$ cat src/common/rxq_pkg.sv
package rxq_pkg;

	// -----------------------------------------------------------------
	// Widths and sizes
	// -----------------------------------------------------------------
	localparam int DATA_W  = 32;
	localparam int ADDR_W  = 16;
	localparam int WORD_W  = 16;
	localparam int DEPTH   = 4;
	localparam int CNT_W   = 5;
	localparam int DLY_W   = 8;
	localparam int EV_W    = 2;

	// -----------------------------------------------------------------
	// Register byte addresses
	// -----------------------------------------------------------------
	localparam logic [ADDR_W-1:0] OFF_ENH_CTRL  = 16'h7044;
	localparam logic [ADDR_W-1:0] OFF_RX_CTRL   = 16'h7048;
	localparam logic [ADDR_W-1:0] OFF_FIFO_CTRL = 16'h704C;
	localparam logic [ADDR_W-1:0] OFF_IRQ_STAT  = 16'h7050;
	localparam logic [ADDR_W-1:0] OFF_IRQ_MASK  = 16'h7054;
	localparam logic [ADDR_W-1:0] OFF_RX_DATA   = 16'h7058;

	// -----------------------------------------------------------------
	// Field positions of the receive queue control and status register, the enhanced control bit and the event bits
	// -----------------------------------------------------------------
	localparam int OVF_BIT      = 15;
	localparam int OVF_CLR_BIT  = 14;
	localparam int QRST_BIT     = 13;
	localparam int CNT_LSB      = 8;
	localparam int LVL_FLAG_BIT = 7;
	localparam int LVL_CLR_BIT  = 6;
	localparam int LVL_IEN_BIT  = 5;
	localparam int LVL_LSB      = 0;
	localparam int ENH_BIT      = 0;
	localparam int EV_OVF       = 0;
	localparam int EV_LVL       = 1;

	// -----------------------------------------------------------------
	// Reset values and bus answers
	// -----------------------------------------------------------------
	localparam logic [CNT_W-1:0] LEVEL_RST = 5'h1F;
	localparam logic             QRST_RST  = 1'h1;
	localparam logic             ENH_RST   = 1'h0;
	localparam logic             IEN_RST   = 1'h0;
	localparam logic [DLY_W-1:0] DLY_RST   = 8'h00;
	localparam logic [EV_W-1:0]  MASK_RST  = 2'h0;
	localparam logic [1:0]       RESP_OKAY = 2'h0;
	localparam logic [1:0]       RESP_SLV  = 2'h2;

endpackage

$ cat src/common/rxq_store_if.sv
`timescale 1ns/1ns
// Carries push, pop and level between the queue control and its storage
interface rxq_store_if #(
	parameter int WIDTH = 16,
	parameter int CNT_W = 5
);
	logic             push;
	logic [WIDTH-1:0] push_data;
	logic             pop;
	logic             clr;
	logic [WIDTH-1:0] pop_data;
	logic [CNT_W-1:0] count;
	logic             full;
	logic             empty;
	logic             drop;

	modport ctrl  (output push, push_data, pop, clr, input pop_data, count, full, empty, drop);
	modport store (input push, push_data, pop, clr, output pop_data, count, full, empty, drop);
endinterface

$ cat src/rtl/spi_rx_queue_ctrl.sv
// Our own choice: the AXI4-Lite slave port.
`timescale 1ns/1ns
// What this block does
// - Report stored word count, zero to four
// - Full queue plus new word sets overflow
// - Overflow flag is read-only to software
// - Writing one to overflow clear clears it
// - Queue reset bit zero holds queue empty
// - Count at or above threshold sets flag
// - Level flag read-only, shows condition occurred
// - Writing one to level clear clears flag
// - Enable bit gates the level interrupt
// - Threshold resets to all ones
// - Queue fills and flags set only when enhanced
module spi_rx_queue_ctrl (
	input  wire logic                        clk,           // Peripheral clock, 50 MHz
	input  wire logic                        rst_n,         // Asynchronous reset, active low
	input  wire logic [rxq_pkg::ADDR_W-1:0]  awaddr,        // Write address
	input  wire logic                        awvalid,       // Write address valid
	output      logic                        awready,       // Write address ready
	input  wire logic [rxq_pkg::DATA_W-1:0]  wdata,         // Write data
	input  wire logic [3:0]                  wstrb,         // Write byte strobes
	input  wire logic                        wvalid,        // Write data valid
	output      logic                        wready,        // Write data ready
	output      logic [1:0]                  bresp,         // Write response
	output      logic                        bvalid,        // Write response valid
	input  wire logic                        bready,        // Write response ready
	input  wire logic [rxq_pkg::ADDR_W-1:0]  araddr,        // Read address
	input  wire logic                        arvalid,       // Read address valid
	output      logic                        arready,       // Read address ready
	output      logic [rxq_pkg::DATA_W-1:0]  rdata,         // Read data
	output      logic [1:0]                  rresp,         // Read response
	output      logic                        rvalid,        // Read data valid
	input  wire logic                        rready,        // Read data ready
	input  wire logic                        rx_word_valid, // Word done in shift register
	input  wire logic [rxq_pkg::WORD_W-1:0]  rx_word,       // Received word
	output      logic                        irq,           // Masked event interrupt
	output      logic                        rx_level_irq   // Level request to controller
);
	localparam int CW = rxq_pkg::CNT_W;
	localparam int WW = rxq_pkg::WORD_W;

	rxq_store_if #(.WIDTH(WW), .CNT_W(CW)) sif ();

	rxq_store #(.WIDTH(WW), .DEPTH(rxq_pkg::DEPTH), .CNT_W(CW)) u_store (
		.clk   (clk),
		.rst_n (rst_n),
		.sif   (sif)
	);

	// -----------------------------------------------------------------
	// Bus slave state
	// -----------------------------------------------------------------
	logic                       awready_q;
	logic                       wready_q;
	logic                       bvalid_q;
	logic [1:0]                 bresp_q;
	logic                       arready_q;
	logic                       rvalid_q;
	logic [1:0]                 rresp_q;
	logic [rxq_pkg::DATA_W-1:0] rdata_q;
	logic [rxq_pkg::ADDR_W-1:0] aw_addr_q;
	logic                       aw_full_q;
	logic [rxq_pkg::DATA_W-1:0] w_data_q;
	logic [3:0]                 w_strb_q;
	logic                       w_full_q;

	// -----------------------------------------------------------------
	// Block registers
	// -----------------------------------------------------------------
	logic                       enh_q;
	logic                       qrst_q;
	logic                       ien_q;
	logic [CW-1:0]              level_q;
	logic                       ovf_q;
	logic                       ovf_d;
	logic                       flag_q;
	logic                       flag_d;
	logic [rxq_pkg::DLY_W-1:0]  dly_q;
	logic [rxq_pkg::EV_W-1:0]   stat_q;
	logic [rxq_pkg::EV_W-1:0]   stat_d;
	logic [rxq_pkg::EV_W-1:0]   mask_q;
	logic                       irq_q;
	logic                       lvl_irq_q;

	// -----------------------------------------------------------------
	// Handshakes and decode
	// -----------------------------------------------------------------
	logic                       aw_hs;
	logic                       w_hs;
	logic                       ar_hs;
	logic                       do_write;
	logic                       wr_lo;
	logic                       wr_hi;
	logic                       wsel_enh;
	logic                       wsel_rx;
	logic                       wsel_fc;
	logic                       wsel_stat;
	logic                       wsel_mask;
	logic                       wr_mapped;
	logic                       rd_mapped;
	logic                       rd_pop;
	logic [rxq_pkg::DATA_W-1:0] rd_word;
	logic [WW-1:0]              rx_view;

	assign aw_hs    = awvalid & awready_q;
	assign w_hs     = wvalid & wready_q;
	assign ar_hs    = arvalid & arready_q;
	// Write fires once address and data are both held and no answer waits
	assign do_write = aw_full_q & w_full_q & ~bvalid_q;
	assign wsel_enh  = (aw_addr_q == rxq_pkg::OFF_ENH_CTRL);
	assign wsel_rx   = (aw_addr_q == rxq_pkg::OFF_RX_CTRL);
	assign wsel_fc   = (aw_addr_q == rxq_pkg::OFF_FIFO_CTRL);
	assign wsel_stat = (aw_addr_q == rxq_pkg::OFF_IRQ_STAT);
	assign wsel_mask = (aw_addr_q == rxq_pkg::OFF_IRQ_MASK);
	// The data port is read-only, so a write to it answers as unmapped
	assign wr_mapped = wsel_enh | wsel_rx | wsel_fc | wsel_stat | wsel_mask;
	assign wr_lo     = do_write & w_strb_q[0];
	assign wr_hi     = do_write & w_strb_q[1];
	assign rd_mapped = (araddr == rxq_pkg::OFF_ENH_CTRL) | (araddr == rxq_pkg::OFF_RX_CTRL)
	                 | (araddr == rxq_pkg::OFF_FIFO_CTRL) | (araddr == rxq_pkg::OFF_IRQ_STAT)
	                 | (araddr == rxq_pkg::OFF_IRQ_MASK) | (araddr == rxq_pkg::OFF_RX_DATA);
	assign rd_pop    = ar_hs & (araddr == rxq_pkg::OFF_RX_DATA);

	// -----------------------------------------------------------------
	// Queue steering and event logic
	// -----------------------------------------------------------------
	logic queue_active;
	logic ovf_clr;
	logic flag_clr;
	logic level_met;
	logic ovf_event;
	logic lvl_event;
	logic [rxq_pkg::EV_W-1:0] stat_clr;
	logic [rxq_pkg::EV_W-1:0] events;

	// Queue runs only when enhanced and out of reset
	assign queue_active  = enh_q & qrst_q;
	assign sif.clr       = ~queue_active;
	assign sif.push      = rx_word_valid & queue_active;
	assign sif.push_data = rx_word;
	assign sif.pop       = rd_pop & queue_active;
	assign ovf_clr   = wr_hi & wsel_rx & w_data_q[rxq_pkg::OVF_CLR_BIT];
	assign flag_clr  = wr_lo & wsel_rx & w_data_q[rxq_pkg::LVL_CLR_BIT];
	assign level_met = queue_active & (sif.count >= level_q);
	assign ovf_event = sif.drop;
	assign lvl_event = level_met & ~flag_q;
	// A fresh event beats a clear written in the same cycle
	assign ovf_d     = ovf_event | (ovf_q & ~ovf_clr);
	assign flag_d    = level_met | (flag_q & ~flag_clr);
	assign events    = {lvl_event, ovf_event};
	assign stat_clr  = (wr_lo & wsel_stat) ? w_data_q[rxq_pkg::EV_W-1:0] : '0;
	assign stat_d    = events | (stat_q & ~stat_clr);

	// Clear bits always read back as zero
	assign rx_view = {ovf_q, 1'b0, qrst_q, sif.count, flag_q, 1'b0, ien_q, level_q};

	// Read selection; unmapped words read as zero
	assign rd_word =
		(araddr == rxq_pkg::OFF_ENH_CTRL)  ? {31'h00000000, enh_q} :
		(araddr == rxq_pkg::OFF_RX_CTRL)   ? {16'h0000, rx_view} :
		(araddr == rxq_pkg::OFF_FIFO_CTRL) ? {24'h000000, dly_q} :
		(araddr == rxq_pkg::OFF_IRQ_STAT)  ? {30'h00000000, stat_q} :
		(araddr == rxq_pkg::OFF_IRQ_MASK)  ? {30'h00000000, mask_q} :
		(araddr == rxq_pkg::OFF_RX_DATA && !sif.empty) ? {16'h0000, sif.pop_data} :
		32'h00000000;

	// -----------------------------------------------------------------
	// Write channel capture
	// -----------------------------------------------------------------
	always_ff @(posedge clk or negedge rst_n) begin
		if (!rst_n) begin
			awready_q <= 1'b1;
			aw_full_q <= 1'b0;
			aw_addr_q <= '0;
		end else if (aw_hs) begin
			awready_q <= 1'b0;
			aw_full_q <= 1'b1;
			aw_addr_q <= awaddr;
		end else if (do_write) begin
			awready_q <= 1'b1;
			aw_full_q <= 1'b0;
		end
	end

	// Data is held until its address also arrives, in either order
	always_ff @(posedge clk or negedge rst_n) begin
		if (!rst_n) begin
			wready_q <= 1'b1;
			w_full_q <= 1'b0;
			w_data_q <= '0;
			w_strb_q <= '0;
		end else if (w_hs) begin
			wready_q <= 1'b0;
			w_full_q <= 1'b1;
			w_data_q <= wdata;
			w_strb_q <= wstrb;
		end else if (do_write) begin
			wready_q <= 1'b1;
			w_full_q <= 1'b0;
		end
	end

	// Write response
	always_ff @(posedge clk or negedge rst_n) begin
		if (!rst_n) begin
			bvalid_q <= 1'b0;
			bresp_q  <= rxq_pkg::RESP_OKAY;
		end else if (do_write) begin
			bvalid_q <= 1'b1;
			bresp_q  <= wr_mapped ? rxq_pkg::RESP_OKAY : rxq_pkg::RESP_SLV;
		end else if (bready) begin
			bvalid_q <= 1'b0;
		end
	end

	// Read channel; one read in flight, answered the cycle after the address
	always_ff @(posedge clk or negedge rst_n) begin
		if (!rst_n) begin
			arready_q <= 1'b1;
			rvalid_q  <= 1'b0;
			rresp_q   <= rxq_pkg::RESP_OKAY;
			rdata_q   <= '0;
		end else if (ar_hs) begin
			arready_q <= 1'b0;
			rvalid_q  <= 1'b1;
			rresp_q   <= rd_mapped ? rxq_pkg::RESP_OKAY : rxq_pkg::RESP_SLV;
			rdata_q   <= rd_word;
		end else if (rvalid_q && rready) begin
			arready_q <= 1'b1;
			rvalid_q  <= 1'b0;
		end
	end

	// -----------------------------------------------------------------
	// Software-written controls
	// -----------------------------------------------------------------
	always_ff @(posedge clk or negedge rst_n) begin
		if (!rst_n) begin
			enh_q   <= rxq_pkg::ENH_RST;
			qrst_q  <= rxq_pkg::QRST_RST;
			ien_q   <= rxq_pkg::IEN_RST;
			level_q <= rxq_pkg::LEVEL_RST;
			dly_q   <= rxq_pkg::DLY_RST;
			mask_q  <= rxq_pkg::MASK_RST;
		end else begin
			if (wr_lo && wsel_enh) enh_q <= w_data_q[rxq_pkg::ENH_BIT];
			if (wr_hi && wsel_rx) qrst_q <= w_data_q[rxq_pkg::QRST_BIT];
			if (wr_lo && wsel_rx) ien_q <= w_data_q[rxq_pkg::LVL_IEN_BIT];
			if (wr_lo && wsel_rx) level_q <= w_data_q[rxq_pkg::LVL_LSB +: CW];
			if (wr_lo && wsel_fc) dly_q <= w_data_q[rxq_pkg::DLY_W-1:0];
			if (wr_lo && wsel_mask) mask_q <= w_data_q[rxq_pkg::EV_W-1:0];
		end
	end

	// Hardware flags and interrupt outputs, all registered
	always_ff @(posedge clk or negedge rst_n) begin
		if (!rst_n) begin
			ovf_q     <= 1'b0;
			flag_q    <= 1'b0;
			stat_q    <= '0;
			irq_q     <= 1'b0;
			lvl_irq_q <= 1'b0;
		end else begin
			ovf_q     <= ovf_d;
			flag_q    <= flag_d;
			stat_q    <= stat_d;
			irq_q     <= |(stat_d & mask_q);
			lvl_irq_q <= flag_d & ien_q;
		end
	end

	assign awready      = awready_q;
	assign wready       = wready_q;
	assign bvalid       = bvalid_q;
	assign bresp        = bresp_q;
	assign arready      = arready_q;
	assign rvalid       = rvalid_q;
	assign rresp        = rresp_q;
	assign rdata        = rdata_q;
	assign irq          = irq_q;
	assign rx_level_irq = lvl_irq_q;

	logic first_q;
	always_ff @(posedge clk or negedge rst_n) begin
		if (!rst_n) first_q <= 1'b1;
		else first_q <= 1'b0;
	end
endmodule

$ cat src/rtl/rxq_store.sv
`timescale 1ns/1ns
module rxq_store #(
	parameter int WIDTH = 16,
	parameter int DEPTH = 4,
	parameter int CNT_W = 5
) (
	input wire logic     clk,     // Peripheral clock
	input wire logic     rst_n,   // Asynchronous reset, active low
	rxq_store_if.store   sif      // Push, pop and level
);
	localparam int PTR_W = (DEPTH > 1) ? $clog2(DEPTH) : 1;

	logic [WIDTH-1:0] mem_q [DEPTH];
	logic [PTR_W-1:0] wr_ptr_q;
	logic [PTR_W-1:0] rd_ptr_q;
	logic [CNT_W-1:0] cnt_q;
	logic [PTR_W-1:0] wr_nxt;
	logic [PTR_W-1:0] rd_nxt;
	logic             do_pop;
	logic             grow;
	logic             shrink;

	// -----------------------------------------------------------------
	// Level and pointer stepping
	// -----------------------------------------------------------------
	assign sif.full     = (cnt_q == CNT_W'(DEPTH));
	assign sif.empty    = (cnt_q == '0);
	assign sif.count    = cnt_q;
	assign sif.pop_data = mem_q[rd_ptr_q];
	assign do_pop       = sif.pop & ~sif.empty;
	// A word landing on a full queue overwrites the oldest one
	assign sif.drop     = sif.push & sif.full & ~do_pop;
	assign grow         = sif.push & ~do_pop & ~sif.full;
	assign shrink       = do_pop & ~sif.push;
	assign wr_nxt       = (wr_ptr_q == PTR_W'(DEPTH - 1)) ? '0 : wr_ptr_q + 1'b1;
	assign rd_nxt       = (rd_ptr_q == PTR_W'(DEPTH - 1)) ? '0 : rd_ptr_q + 1'b1;

	// Storage carries no reset; stale words are never visible past empty
	always_ff @(posedge clk) begin
		if (sif.push && !sif.clr) begin
			mem_q[wr_ptr_q] <= sif.push_data;
		end
	end

	// Pointers and count; clear holds everything at zero
	always_ff @(posedge clk or negedge rst_n) begin
		if (!rst_n) begin
			wr_ptr_q <= '0;
			rd_ptr_q <= '0;
			cnt_q    <= '0;
		end else if (sif.clr) begin
			wr_ptr_q <= '0;
			rd_ptr_q <= '0;
			cnt_q    <= '0;
		end else begin
			if (sif.push) wr_ptr_q <= wr_nxt;
			if (do_pop || sif.drop) rd_ptr_q <= rd_nxt;
			if (grow) cnt_q <= cnt_q + 1'b1;
			else if (shrink) cnt_q <= cnt_q - 1'b1;
		end
	end
endmodule

$ cat config.mk
export PLATFORM = sky130hd
export DESIGN_NAME = spi_rx_queue_ctrl
export DESIGN_NICKNAME = d
export VERILOG_FILES = /design/src/common/rxq_pkg.sv /design/src/common/rxq_store_if.sv /design/src/rtl/spi_rx_queue_ctrl.sv /design/src/rtl/rxq_store.sv
export SDC_FILE = /design/constraint.sdc
export NUM_CORES = 1
export LEC_CHECK = 0
export BUFFER_PORTS_ARGS = -buffer_cell sky130_fd_sc_hd__buf_2
export CAP_MARGIN = 20
export CORE_MARGIN = 5
export CORE_UTILIZATION = 52
export CTS_CLUSTER_DIAMETER = 50
export DETAILED_ROUTE_END_ITERATION = 16
export GPL_TIMING_DRIVEN = 0
export HOLD_SLACK_MARGIN = 0.05
export PLACE_DENSITY_LB_ADDON = 0.05
export SYNTH_ARGS = -nofsm -noshare
export SYNTH_HDL_FRONTEND = slang
export SYNTH_HIERARCHICAL = 1
export SYNTH_SLANG_ARGS = --single-unit
$ cat constraint.sdc
create_clock -name clk -period 6.6 [get_ports clk]
set_input_delay 0.33 -clock clk [delete_from_list [all_inputs] [get_ports clk]]
set_output_delay 0.33 -clock clk [all_outputs]
set_load 0.03 [all_outputs]
==> flow_summary.ini, run 1 <==
[worst_setup_path]
path_cells = buf_2 > nor4b_1 > nand4_1 > nor4_1 > nor2b_1 > mux2_4 > inv_2 > ha_1 > a21oi_1 > a21boi_0 > mux2i_1 > o311ai_1
path_max_fanout = 9
critical_path_class = input pin to flip-flop
arrival_ps = 3570
reg2regPathDepth = 10
worstSetupStartpoint = araddr[8]
worstSetupStartpointType = input pin
reg2reg_slack_ps = 3360
critPathMaxStageDelay_ps = 740
crit_buf_inv = 2
cp.depth = 12
crit_path_end_kind = flip-flop
required_ps = 6870
r2r-end = u_store/sif.count[4]$_DFFE_PN0P_
slowest_stage = nor4_1
path_delay_family = simple AND/OR/NAND/NOR gates
endpoint = u_store/sif.count[4]$_DFFE_PN0P_
r2r-start = qrst_q$_DFFE_PN1N_

[power]
power_density_nw_per_um2 = 298
power_leakage_nw = 3.30
max-vdd-ir-drop_mv = 0.215
power.total_mw = 2.39

[clock_tree]
root_buffer = clkbuf_16
cts_max_level = 4
clkTransAtPathRegs_ps = 60
cts.repair.resized = 0
cts_buffers = 17
clk_path_buf_depth = 2
cts_tree = yes
cts.sinks = 150
clk_latency_ps = 420

[place]
gp_congestion = 0.860
dp_slack_ps = 2980
dpl.cell_count = 765
dp_hpwl_mm = 10.4
postPlaceCellArea_um2 = 7450
port_buffers = 91

[route]
vias = 4365
drt_wl_total_mm = 14.2
dr.pass1.iters = 4
final_antenna_net_count = 0
drc_errors = 0
viasPerCell = 5.47
drt_iter0_drc = 269
wl_per_cell_um = 17.8

[final_layout]
fillCellCount = 1008
final_common_cell = buf_2
final_cell_mix = buf_2, dfrtp_1, edfxtp_1
diodes = 0
finalInstanceArea_um2 = 8030
layout-drive-gt1-share = 0.364
nets = 719
instances_no_fill = 798
area_growth_pct = 20.0
fin_util = 0.636

[logic_synthesis]
synth_area_per_cell_um2 = 13.8
yosysWarningCount = 6
syn-cell-area_um2 = 6690
syn-instance-count = 484

[timing]
tightest_slew_ps = 1080
final.setup_skew_ps = 9.04
slew_violations = 0
finalHoldViolations = 0
min_period_ps = 3310
fin_ws_ps = 3290
hold_slack_ps = 93.5
min_period_over_period = 0.501
setup_violations = 0
setup_tns_ps = 0
rsz0062_at_grt = no
max_freq_mhz = 302
slew_headroom = 0.275

[grt]
grt-ovfl-total = 0
grt_pass1_wl_mm = 22.4
grt_start_max_net_pins = 53
grt_usage = 0.197
grt_antenna_before_repair = 0
grt_pass1_vias = 4285

[run_status]
status = completed

[floorplan]
ios = 135
die_area_um2 = 15200
die_w_um = 123
initial_utilization = 0.530
die_y_um = 123
num_rows = 41
fp.coreArea_um2 = 12600

[flow_run]
drv_cap = 0

[min_path]
hold_path_class = input pin to flip-flop
==> area by class of cell <==
class	count	area [µm²]	area share
clock inverters	14	135	0.0168
repair buffers	93	495	0.0617
multi-input cells	297	2390	0.298
clock buffers	18	429	0.0535
well taps	172	215	0.0268
flip-flops and latches	150	4090	0.509
plain buffers	34	200	0.0249
inverters	20	75.1	0.00935
==> how the worst min path moves through the flow <==
stage	to	start	slack (ps)	depth (start not counted)
after CTS	bvalid$_DFFE_PN0P_	bready	80	2
after floorplan	aw_addr_q[0]$_DFFE_PN0P_	rst_n	30	0
after global routing	bvalid$_DFFE_PN0P_	bready	90	2
after global placement	rdata[9]$_DFFE_PN0P_	rdata[9]$_DFFE_PN0P_	460	2
final	bvalid$_DFFE_PN0P_	bready	90	2
after detailed placement	u_store/sif.count[0]$_DFFE_PN0P_	rst_n	310	1
==> what timing repair did <==
action,in CTS,in global routing
hold endpoints to repair,31,0
setup endpoints to repair,0,0
hold buffers,1,0
setup buffers,0,0
==> sequential cells by signal, indices dropped and copies added, names as in the netlist, 5 cells and up <==
register,count
u_store/mem_q,64
aw_addr_q,16
u_store/sif.count,5
dly_q,8
w_data_q,10
rdata,16
level_q,5
==> report_power, final <==
group	leakage [nW]	total (mW)	switching, mW	internal [mW]
sequential	1.67	1.17	0.0797	1.09
clock	0.269	0.917	0.365	0.551
combinational	1.36	0.308	0.155	0.153
total	3.30	2.39	0.600	1.79
==> metal layers <==
metal,share of wire,up-vias,track usage
li1,-,2044,-
met3,0.064,23,0.0508
met1,0.44,2157,0.274
met5,0,-,0
met2,0.48,141,0.296
met4,0.021,0,0.0851
No activity file was read; power rests on OpenSTA's default activity.
==> run 2: changes to the inputs <==
--- a/config.mk
+++ b/config.mk
@@ -5,6 +5,7 @@
 export SDC_FILE = /design/constraint.sdc
 export NUM_CORES = 1
 export LEC_CHECK = 0
+export ABC_AREA = 1
 export BUFFER_PORTS_ARGS = -buffer_cell sky130_fd_sc_hd__buf_2
 export CAP_MARGIN = 20
 export CORE_MARGIN = 5
==> constraint.sdc (replaced) <==
create_clock -name clk -period 3.3 [get_ports clk]
set_input_delay 0.165 -clock clk [delete_from_list [all_inputs] [get_ports clk]]
set_output_delay 0.165 -clock clk [all_outputs]
set_load 0.03 [all_outputs]
==> flow_summary.ini, run 2 <==
[final_layout]
final_common_cell = nand2_1
fin_util = 0.673
nets = 1006
diodes = 0
finalInstanceArea_um2 = 8880
area_growth_pct = 27.8
layout-drive-gt1-share = 0.225
largest_register = u_store/mem_q
final_cell_mix = nand2_1, buf_2, dfrtp_1
largest_register_ffs = 64
fillCellCount = 1065
instances_no_fill = 1089

[logic_synthesis]
syn-instance-count = 719
synth_top_area_cell = dfrtp_1
synth_top_area_frac = 0.277
synth_area_per_cell_um2 = 9.66
synth_edf_count = 64
synth.top_cells.by_area = dfrtp_1, edfxtp_1, nand2_1
synth_mux_area_frac = 0
synthDistinctLibCells = 45
ys_top_cells_by_count = nand2_1, dfrtp_1, inv_1
synth_adder_area_share = 0.0263
synth-main-ff-cell = dfrtp_1
async_reset_ff_frac = 0.573
yosysWarningCount = 6
synth_top_family_by_area = simple AND/OR/NAND/NOR gates
synth-seq-cells = 150
syn-cell-area_um2 = 6950
synth-compound-area-share = 0.106
yosysMostFrequentCell = nand2_1
synth-simple-area-share = 0.202
synth-seq-area-share = 0.588
synth-xor-area-share = 0.00252

[place]
dp_slack_ps = 698
port_buffers = 92
dpl.cell_count = 1009
dp_hpwl_mm = 11.9
gp_congestion = 0.865
postPlaceCellArea_um2 = 7790

[route]
dr.pass1.iters = 5
drt_iter0_drc = 462
viasPerCell = 5.15
wl_per_cell_um = 15.7
vias = 5603
drt_wl_total_mm = 17.1
final_antenna_net_count = 0
drc_errors = 0

[clock_tree]
postCtsSetupRepairBufs = 0
root_buffer = clkbuf_16
clk_latency_ps = 420
cts_buffers = 17
cts_max_level = 4
clkTransAtPathRegs_ps = 60
cts_tree = yes
cts.sinks = 150
clk_path_buf_depth = 2

[floorplan]
die_w_um = 126
num_rows = 42
fp.coreArea_um2 = 13200
initial_utilization = 0.527
ios = 135
die_area_um2 = 15800
die_y_um = 126

[power]
power.total_mw = 5.12
max-vdd-ir-drop_mv = 0.427
power_density_nw_per_um2 = 577
power_leakage_nw = 4.07

[grt]
grt_antenna_before_repair = 0
grt_start_max_net_pins = 74
grt_pass1_wl_mm = 27.8
grt-ovfl-total = 0
grt_usage = 0.223
grt_pass1_vias = 5493

[timing]
tightest_slew_ps = 665
slew_violations = 0
max_freq_mhz = 369
finalHoldViolations = 0
hold_slack_ps = 73.5
slew_headroom = 0.551
min_period_over_period = 0.822
setup_violations = 0
setup_tns_ps = 0
rsz0062_at_grt = no
fin_ws_ps = 589
final.setup_skew_ps = 9.62
min_period_ps = 2710

[worst_setup_path]
arrival_ps = 3020
cp_common_cell = nand2_1
path_max_fanout = 11
required_ps = 3610
critical_path_class = flip-flop to flip-flop
path_cells = nand2_1 > clkbuf_1 > nor3_1 > nand2_4 > nand2_4 > ha_1 > a21oi_1 > nand2_1 > xnor2_1 > inv_1 > nand2_1 > nand2_1
path_delay_family = simple AND/OR/NAND/NOR gates
worstSetupStartpointType = flip-flop
critPathMaxStageDelay_ps = 540
crit_path_end_kind = flip-flop
slowest_stage = dfstp_2
crit_buf_inv = 2

[flow_run]
drv_cap = 0

[min_path]
hold_path_class = input pin to flip-flop

[run_status]
status = completed
-- run 2: area by class of cell --
type                            instances  area [µm²]  area share
Clock buffer                           17         425      0.0479
Inverter                               78         294      0.0331
Sequential cell                       150        4090       0.460
Buffer                                 37         223      0.0251
Clock inverter                         15         184      0.0207
Multi-Input combinational cell        471        2420       0.272
Tap cell                              176         220      0.0248
Timing Repair Buffer                  145        1030       0.116
-- run 2: timing repair --
action / 4_1_cts / 5_1_grt
resized for setup: 0 / 0
hold buffers: 48 / 0
hold endpoints to repair: 173 / 0
-- run 2: cells by family (layout without fill, tap and decap cells) --
| logic type | Yosys count | after routing |
|---|---|---|
| compound gates | 124 | 124 |
| xor+xnor | 2 | 2 |
| fa+ha+maj | 14 | 14 |
| buf+inv | 115 | 292 |
| flops | 150 | 150 |
| other cells | 1 | 18 |
| simple gates | 313 | 313 |
-- run 2: per-layer routing --
metal / vias to the layer above / wire, µm / global-route usage / part of all wire
met5: - / 0 / 0 / 0
li1: 2725 / - / - / -
met4: 0 / 238 / 0.0676 / 0.014
met3: 21 / 1040 / 0.0525 / 0.061
met1: 2679 / 7570 / 0.303 / 0.44
met2: 178 / 8260 / 0.358 / 0.48
-- run 2: worst paths after layout --
path / startpoint / to / slack [ps] / cells after the start
min in group asynchronous: rst_n / u_store/sif.count[1]$_DFFE_PN0P_ / 150 / 2
hold / removal: arvalid / rdata[6]$_DFFE_PN0P_ / 70 / 3
hold reg to reg: rdata[6]$_DFFE_PN0P_ / rdata[6]$_DFFE_PN0P_ / 480 / 2
max in group asynchronous: rst_n / wready$_DFFE_PN1P_ / 2500 / 3
setup / recovery: arready$_DFFE_PN1P_ / u_store/sif.count[3]$_DFFE_PN0P_ / 590 / 12
setup reg to reg: arready$_DFFE_PN1P_ / u_store/sif.count[3]$_DFFE_PN0P_ / 590 / 12
-- run 2: where the power goes --
part	internal, mW	switching (mW)	total, mW
registers	2.18	0.119	2.30
logic	0.271	0.556	0.827
clock network	1.25	0.739	1.99
total	3.71	1.41	5.12
-- run 2: worst register-to-register path: cells and delay by family, from the launching register on --
family | cells | cell delay (ps)
compound gates | 1 | 190
buf+inv | 2 | 310
flops | 1 | 540
fa+ha+maj | 1 | 300
xor+xnor | 1 | 150
simple gates | 7 | 1120
